File: src/rtl/iod_map.svh
// Address map and field constants of the I/O space decoder
`ifndef IOD_MAP_SVH
`define IOD_MAP_SVH
`define IOD_PORT_TOP 6'h3F
`define IOD_BIT_TOP 6'h1F
`define IOD_DATA_OFS 8'h20
`define IOD_DATA_IO_TOP 8'h5F
`define IOD_EXT_LO 8'h60
`define IOD_EXT_HI 8'hFF
`define IOD_SCR0_ADDR 6'h1E
`define IOD_SCR1_ADDR 6'h2A
`define IOD_SCR2_ADDR 6'h2B
`define IOD_W1C_ADDR 6'h15
`define IOD_EXT_ADDR 8'h60
`define IOD_EXT_RST 8'h00
`define IOD_SCR_RST 8'h00
`define IOD_ZERO8 8'h00
`define IOD_SEL_SCR0 2'h0
`define IOD_SEL_SCR1 2'h1
`define IOD_SEL_SCR2 2'h2
`define IOD_BIT_ONE 8'h01
`endif

File: src/rtl/iod_pkg.sv
// Types of the I/O space decoder
package iod_pkg;
	typedef enum logic [1:0] {
		IOD_OP_PORT = 2'b00,
		IOD_OP_DATA = 2'b01,
		IOD_OP_BIT = 2'b10
	} iod_op_e;
	typedef struct packed {
		logic valid;
		iod_op_e op;
		logic write;
		logic [7:0] addr;
		logic [7:0] wdata;
		logic [2:0] bit_sel;
		logic bit_val;
		logic skip_high;
	} iod_req_s;
	typedef struct packed {
		logic valid;
		logic [7:0] rdata;
		logic skip;
		logic miss;
	} iod_rsp_s;
endpackage

File: src/rtl/iod_decoder.sv
// I/O space decoder with scratch registers, flag register and extended register
`timescale 1ns/100ps
`include "iod_map.svh"
// Operation
// - Locations at port addresses 0x00..0x1F accept single-bit set and clear of one bit.
// - Locations at 0x00..0x1F answer a bit test that tells the core to skip.
// - Port accesses use addresses 0x00..0x3F, 64 locations.
// - A data access reaches each port location at its port address plus 0x20.
// - Every I/O location is reachable by data-space loads and stores.
// - Data addresses 0x60..0xFF are reachable only by data accesses.
// - Status flags clear on a written one and keep their value on a written zero.
// - Bit set or clear touches only its bit, so other flags are not cleared.
// - Three 8-bit scratch registers hold any value and reset to zero.
// - A scratch register in the low range also takes bit set, clear and test.
module iod_decoder (
	input wire logic clk,
	input wire logic rst,
	input wire iod_pkg::iod_req_s req,
	input wire logic [7:0] flag_set,
	output iod_pkg::iod_rsp_s rsp,
	output logic [7:0] ext_ctrl,
	output logic [7:0] flag_out
);
	logic [7:0] flag_reg;
	logic [7:0] flag_next;
	logic [7:0] ext_reg;
	logic [7:0] scr_rd;
	logic [23:0] scr_all;
	logic [7:0] cur_val;
	logic [7:0] bit_mask;
	logic [7:0] wr_val;
	logic [7:0] rd_hold_reg;
	logic use_scr_reg;
	logic rsp_valid_reg;
	logic skip_reg;
	logic miss_reg;

	// Normalise every request to a port address or an extended address
	wire is_port = req.op == iod_pkg::IOD_OP_PORT;
	wire is_bit = req.op == iod_pkg::IOD_OP_BIT;
	wire is_data = req.op == iod_pkg::IOD_OP_DATA;
	wire port_ok = (is_port || is_bit) && req.addr <= {2'b00, `IOD_PORT_TOP};
	wire bit_ok = is_bit && req.addr <= {2'b00, `IOD_BIT_TOP};
	wire data_io = is_data && req.addr >= `IOD_DATA_OFS && req.addr <= `IOD_DATA_IO_TOP;
	wire data_ext = is_data && req.addr >= `IOD_EXT_LO;
	wire [7:0] data_io_addr = req.addr - `IOD_DATA_OFS;
	wire [5:0] io_addr = data_io ? data_io_addr[5:0] : req.addr[5:0];
	wire io_hit = (is_port && port_ok) || bit_ok || data_io;
	wire hit_s0 = io_hit && io_addr == `IOD_SCR0_ADDR;
	wire hit_s1 = io_hit && io_addr == `IOD_SCR1_ADDR;
	wire hit_s2 = io_hit && io_addr == `IOD_SCR2_ADDR;
	wire hit_flg = io_hit && io_addr == `IOD_W1C_ADDR;
	wire hit_ext = data_ext && req.addr == `IOD_EXT_ADDR;
	wire hit_any = hit_s0 || hit_s1 || hit_s2 || hit_flg || hit_ext;
	wire bit_req = req.valid && bit_ok && hit_any;
	wire do_wr = req.valid && hit_any && (req.write || (bit_req && !req.skip_high));
	wire [1:0] scr_sel = hit_s1 ? `IOD_SEL_SCR1 : (hit_s2 ? `IOD_SEL_SCR2 : `IOD_SEL_SCR0);

	assign bit_mask = `IOD_BIT_ONE << req.bit_sel;
	assign cur_val = hit_s0 ? scr_all[7:0] : hit_s1 ? scr_all[15:8] :
		hit_s2 ? scr_all[23:16] : hit_flg ? flag_reg : hit_ext ? ext_reg : `IOD_ZERO8;
	// A bit op on a scratch register rewrites only the chosen bit
	assign wr_val = bit_req ? (req.bit_val ? (cur_val | bit_mask) : (cur_val & ~bit_mask))
		: req.wdata;
	wire bit_test = |(cur_val & bit_mask);

	iod_scratch_bank #(.NREG(3)) u_bank (
		.clk(clk),
		.rst(rst),
		.wr_en({do_wr && hit_s2, do_wr && hit_s1, do_wr && hit_s0}),
		.wr_data(wr_val),
		.rd_sel(scr_sel),
		.rd_data(scr_rd),
		.all_data(scr_all)
	);

	// Flag clear: a plain write clears ones; a bit op clears only its bit so siblings survive
	wire [7:0] clr_mask = !(do_wr && hit_flg) ? `IOD_ZERO8 :
		bit_req ? (req.bit_val ? bit_mask : `IOD_ZERO8) : req.wdata;
	// Hardware set wins over a same-cycle clear
	assign flag_next = (flag_reg & ~clr_mask) | flag_set;

	always_ff @(posedge clk or posedge rst) begin
		if (rst) begin
			flag_reg <= `IOD_ZERO8;
			ext_reg <= `IOD_EXT_RST;
		end else begin
			flag_reg <= flag_next;
			if (do_wr && hit_ext)
				ext_reg <= req.wdata;
		end
	end

	// Answer two cycles after the request; misses read zero
	always_ff @(posedge clk or posedge rst) begin
		if (rst) begin
			rsp_valid_reg <= 1'b0;
			skip_reg <= 1'b0;
			miss_reg <= 1'b0;
			use_scr_reg <= 1'b0;
			rd_hold_reg <= `IOD_ZERO8;
		end else begin
			rsp_valid_reg <= req.valid;
			skip_reg <= req.valid && bit_ok && (bit_test == req.skip_high) && !req.write;
			miss_reg <= req.valid && !hit_any;
			use_scr_reg <= hit_s0 || hit_s1 || hit_s2;
			rd_hold_reg <= (req.valid && hit_any) ? cur_val : `IOD_ZERO8;
		end
	end

	always_ff @(posedge clk or posedge rst) begin
		if (rst) begin
			rsp <= '0;
			ext_ctrl <= `IOD_EXT_RST;
			flag_out <= `IOD_ZERO8;
		end else begin
			rsp.valid <= rsp_valid_reg;
			rsp.rdata <= use_scr_reg ? scr_rd : rd_hold_reg;
			rsp.skip <= skip_reg;
			rsp.miss <= miss_reg;
			ext_ctrl <= ext_reg;
			flag_out <= flag_reg;
		end
	end

	chk_flag_set_wins: assert property (@(posedge clk) disable iff (rst)
		flag_set[0] |=> flag_reg[0]) else $error("flag set lost");
	chk_zero_keeps_flag: assert property (@(posedge clk) disable iff (rst)
		(req.valid && req.op == iod_pkg::IOD_OP_PORT && req.write && hit_flg
		&& !req.wdata[0] && flag_reg[0]) |=> flag_reg[0]) else $error("zero cleared flag");
	chk_bit_only_one: assert property (@(posedge clk) disable iff (rst)
		(bit_req && hit_flg && req.bit_sel != 3'h1 && flag_reg[1]) |=> flag_reg[1])
		else $error("bit op cleared sibling");
	chk_ext_port_miss: assert property (@(posedge clk) disable iff (rst)
		(req.valid && !is_data && req.write) |=> ext_reg == $past(ext_reg))
		else $error("extended reached by port");
	chk_miss_reads_zero: assert property (@(posedge clk) disable iff (rst)
		(req.valid && !hit_any) |-> ##2 (rsp.valid && rsp.miss && rsp.rdata == `IOD_ZERO8))
		else $error("miss not zero");
	chk_alias_same: assert property (@(posedge clk) disable iff (rst)
		(req.valid && is_data && req.addr == `IOD_DATA_OFS + {2'b00, `IOD_SCR0_ADDR})
		|-> hit_s0) else $error("data alias broken");
	chk_high_bit_none: assert property (@(posedge clk) disable iff (rst)
		(req.valid && is_bit && req.addr > {2'b00, `IOD_BIT_TOP}) |-> !do_wr)
		else $error("bit op above low range");
	chk_scr_store: assert property (@(posedge clk) disable iff (rst)
		(req.valid && is_port && req.write && hit_s1) |=> scr_all[15:8] == $past(req.wdata))
		else $error("scratch not stored");
	chk_skip_test: assert property (@(posedge clk) disable iff (rst)
		(bit_req && !req.write && req.skip_high && bit_test) |-> ##2 rsp.skip)
		else $error("skip missed");
	chk_rsp_two_later: assert property (@(posedge clk) disable iff (rst)
		req.valid |-> ##2 rsp.valid) else $error("answer not two cycles late");
	chk_port_top_miss: assert property (@(posedge clk) disable iff (rst)
		(req.valid && is_port && req.addr > {2'b00, `IOD_PORT_TOP}) |-> ##2 rsp.miss)
		else $error("port above range answered");
	// Compares every bit except the chosen one, so a read-modify-write that slips on another bit is caught
	chk_bit_keeps_rest: assert property (@(posedge clk) disable iff (rst)
		(bit_req && hit_s0 && !req.skip_high) |=>
		((scr_all[7:0] ^ $past(scr_all[7:0])) & ~$past(bit_mask)) == `IOD_ZERO8)
		else $error("bit op touched other bits");
	chk_miss_no_write: assert property (@(posedge clk) disable iff (rst)
		(req.valid && !hit_any) |=> (scr_all == $past(scr_all) && ext_reg == $past(ext_reg)))
		else $error("miss changed a register");
endmodule

File: src/rtl/iod_scratch_bank.sv
// Bank of three scratch registers with read data from a register
`timescale 1ns/100ps
`include "iod_map.svh"
module iod_scratch_bank #(
	parameter int NREG = 3
) (
	input wire logic clk,
	input wire logic rst,
	input wire logic [NREG-1:0] wr_en,
	input wire logic [7:0] wr_data,
	input wire logic [1:0] rd_sel,
	output logic [7:0] rd_data,
	output logic [NREG*8-1:0] all_data
);
	logic [7:0] mem_reg [NREG];
	genvar gi;
	generate
		for (gi = 0; gi < NREG; gi++) begin : g_reg
			always_ff @(posedge clk or posedge rst) begin
				if (rst)
					mem_reg[gi] <= `IOD_SCR_RST;
				else if (wr_en[gi])
					mem_reg[gi] <= wr_data;
			end
			assign all_data[gi*8 +: 8] = mem_reg[gi];
		end
	endgenerate
	always_ff @(posedge clk or posedge rst) begin
		if (rst)
			rd_data <= `IOD_ZERO8;
		else if (int'(rd_sel) < NREG)
			rd_data <= mem_reg[rd_sel];
		else
			rd_data <= `IOD_ZERO8;
	end
endmodule
File: config.mk
export PLATFORM = sky130hd
export DESIGN_NAME = iod_decoder
export DESIGN_NICKNAME = d
export VERILOG_FILES = /design/src/rtl/iod_pkg.sv /design/src/rtl/iod_decoder.sv /design/src/rtl/iod_scratch_bank.sv
export VERILOG_INCLUDE_DIRS = /design/src /design/src/rtl
export SDC_FILE = /design/constraint.sdc
export NUM_CORES = 1
export LEC_CHECK = 0
export ABC_AREA = 1
export BUFFER_PORTS_ARGS = -buffer_cell sky130_fd_sc_hd__buf_2
export CAP_MARGIN = 0
export CORE_MARGIN = 3
export CORE_UTILIZATION = 41
export DETAILED_ROUTE_END_ITERATION = 8
export PLACE_DENSITY_LB_ADDON = 0.1
export SYNTH_ARGS = -nofsm -noshare
export SYNTH_HDL_FRONTEND = slang
export SYNTH_SLANG_ARGS = --single-unit
export TNS_END_PERCENT = 1
File: constraint.sdc
create_clock -name clk -period 2.4 [get_ports clk]
set_input_delay 0.12 -clock clk [delete_from_list [all_inputs] [get_ports clk]]
set_output_delay 0.12 -clock clk [all_outputs]
set_load 0.02 [all_outputs]
==> impl_metrics.csv <==
group,metric,value,unit
critical_path,worstSetupStartpoint,"req[24]",
global_routing,antenna_found_initial,0,
synth,ys_seq_elements,87,
clocking,numClockSinks,87,
placement,gp_congestion,0.9042,
drt,drtIter0Drc,256,
timing,fin_tns_setup,0,ns
drt,drt_wl_total,11630,microns
placement,io_buffers,61,
timing,relSlewSlack,62.70,%
synth,synth_fp_nets,536,
timing,fin_crit_sh,87.28,%
run_status,status,"finished, final reports clean",
run,cap_violations,0,
synth,synth_ff_type,"dfrtp_1",
critical_path,critPathKind,"input pin to flip-flop",
placement,numPlacedInstances,702,
cells_and_area,drive_gt1_share,23.00,%
critical_path,critPathCaptureType,"flip-flop",
cells_and_area,largest_register_ffs,24,
timing,hold_viol,0,
global_routing,grt-ovfl-total,0,
clocking,clk_pin_slew,0.09,ns
drt,ant_nets,0,
clocking,tritoncts,"built",
synth,synth.distinct_cells,35,
critical_path,cp-start-kind,"input pin",
die,die_x,108.3,microns
synth,synth_most_common_cell,"nand2_1",
synth,synth_warnings,0,
cells_and_area,area_delta_synth_final,21.62,%
synth,synth_area_leader_cell,"dfrtp_1",
placement,place_ws,0.02935,ns
worst_hold_path,hp-start,"req[7]",
die,die-area,11720,sq um
synth,synthCells,501,
worst_hold_path,holdPathStages,3,
pwr,power.leakage,2.748,nW
global_routing,track_usage,20.98,%
clocking,insertion_delay,0.35,ns
global_routing,grt_max_degree,88,
critical_path,crit_arrival,2.39,ns
synth,synth_commonest_cells,"146 x nand2_1, 87 x dfrtp_1, 48 x inv_1",
critical_path,r2r_cells,8,
synth,syn_avg_cell_area,8.561,sq um
die,start_util,43.09,%
critical_path,r2r_start,"u_bank.all_data[8]",
timing,worst_pin_slew,0.5552,ns
pwr,total_power,0.002815,W
global_routing,grt_pass1_vias,3586,
timing,fin_skew,0.01279,ns
synth,synth_top_area_share,50.76,%
critical_path,worstPathMaxFanout,12,
drt,drt-pass1-iter-count,5,
clocking,htree_levels,3,
synth,synth_edf_count,0,
timing,max_clock_freq,477.4,MHz
global_routing,grt_pass1_wl,18600,microns
drt,drc,0,
synth,synth_seq_area_share,50.76,%
die,io_pins,62,
drt,num_vias,3656,
cells_and_area,fin_util,52.40,%
clocking,cts_root_buffer,"clkbuf_8",
critical_path,worstReg2RegEnd,"u_bank.all_data[8]",
drt,wl_per_cell,15.86,microns
worst_hold_path,hold_end,"ext_reg[2]",
clocking,clk_path_buf_depth,2,
timing,worst_slack,0.3053,ns
pwr,p_per_area,539.7,nW/um^2
timing,fin_crit,2.095,ns
die,num_rows,36,
clocking,cts_buffers,9,
clocking,post_cts_buffers,0,
placement,hpwl,9082,microns
cells_and_area,fin_cells,733,
cells_and_area,insertedDiodeCount,0,
timing,finalSetupViolations,0,
synth,ys_async_sr_fraction,100.0,%
critical_path,critPathRequiredTime,2.70,ns
synth,syn_area,4289,sq um
critical_path,ff2ff_setup_slack,0.69,ns
die,core_area,9955,sq um
timing,rsz0062_at_grt,"no",
pwr,ir_worst_vdd,0.2750,mV
die,die_h,108.3,microns
cells_and_area,finalNetCount,630,
timing,slew_viol_final,0,
drt,via_per_inst,4.988,
synth,synthTopCellsByArea,"dfrtp_1 51%, nand2_1 13%, nand3_1 4.6%",
worst_hold_path,hold_class,"input pin to flip-flop",
## cells in the final DEF (no fill, tap or decap), types with 9 or more instances in the layout
| cell | count |
|---|---|
| nor3_1 | 17 |
| nand4_1 | 10 |
| o21ai_1 | 25 |
| dlygate4sd3_1 | 15 |
| clkbuf_8 | 10 |
| inv_1 | 47 |
| nor2_1 | 44 |
| nand3_1 | 39 |
| dfrtp_1 | 87 |
| nand2_1 | 146 |
| buf_4 | 11 |
| buf_2 | 61 |
| inv_2 | 9 |
## area by class of cell
class / count / area [sq um]
Clock buffer: 11 / 141.4
Clock inverter: 5 / 81.33
Fill cell: 956 / 4738
Inverter: 59 / 226.5
Multi-Input combinational cell: 349 / 1846
Sequential cell: 87 / 2177
Tap cell: 133 / 166.4
Timing Repair Buffer: 89 / 578.1
## worst max-delay path, cell delays in order
cell	delay, ns
dlygate4sd3_1	0.51
buf_2	0.10
inv_1	0.10
nor4_1	0.32
inv_1	0.19
nor2_8	0.25
inv_2	0.14
o31ai_1	0.32
buf_4	0.20
nand2_1	0.06
nand2_1	0.06
## stage by stage
| stage | cell area (sq um) | hold WS [ns] |
|---|---|---|
| after floorplan | 4289 | 0.1514 |
| after global placement | 4843 | 0.2493 |
| after detailed placement | 4843 | 0.2319 |
| after CTS | 5206 | 0.006057 |
| after global routing | 5216 | 0.01453 |
| final | 5216 | 0.01857 |
## cells by family after synthesis
| family | count (synthesis) | share of synthesized area, % |
|---|---|---|
| compound gates | 43 | 5.572 |
| mux | 8 | 2.100 |
| flops | 87 | 50.76 |
| simple gates | 298 | 35.36 |
| buf+inv | 65 | 6.213 |
## where the power goes
group | internal (W) | switching [W] | leakage (nW)
clock network | 0.000616 | 0.000520 | 0.110
logic | 0.0000748 | 0.000134 | 1.56
registers | 0.00147 | 0.00000155 | 1.08
total | 0.00216 | 0.000656 | 2.75
## how the worst max path moves through the flow
stage,end,cells after the start
after global placement,u_bank.all_data[15],15
after CTS,u_bank.all_data[15],11
after floorplan,ext_ctrl[0],1
after detailed placement,u_bank.all_data[23],15
after global routing,u_bank.all_data[15],11
final,u_bank.all_data[23],11
## layer usage
layer,share of wire [%],vias up,GRT usage (%)
met4,2.7,0,6.763
met3,5.4,19,4.060
li1,-,1799,-
met1,46,1712,29.14
met2,46,126,33.21
met5,0,-,0
## what timing repair did
| action | 4_1_cts | 5_1_grt |
|---|---|---|
| resized for setup | 0 | 0 |
| hold buffers | 14 | 1 |
| hold endpoints to repair | 100 | 1 |
Note: power is estimated with default switching activity, not from simulation.
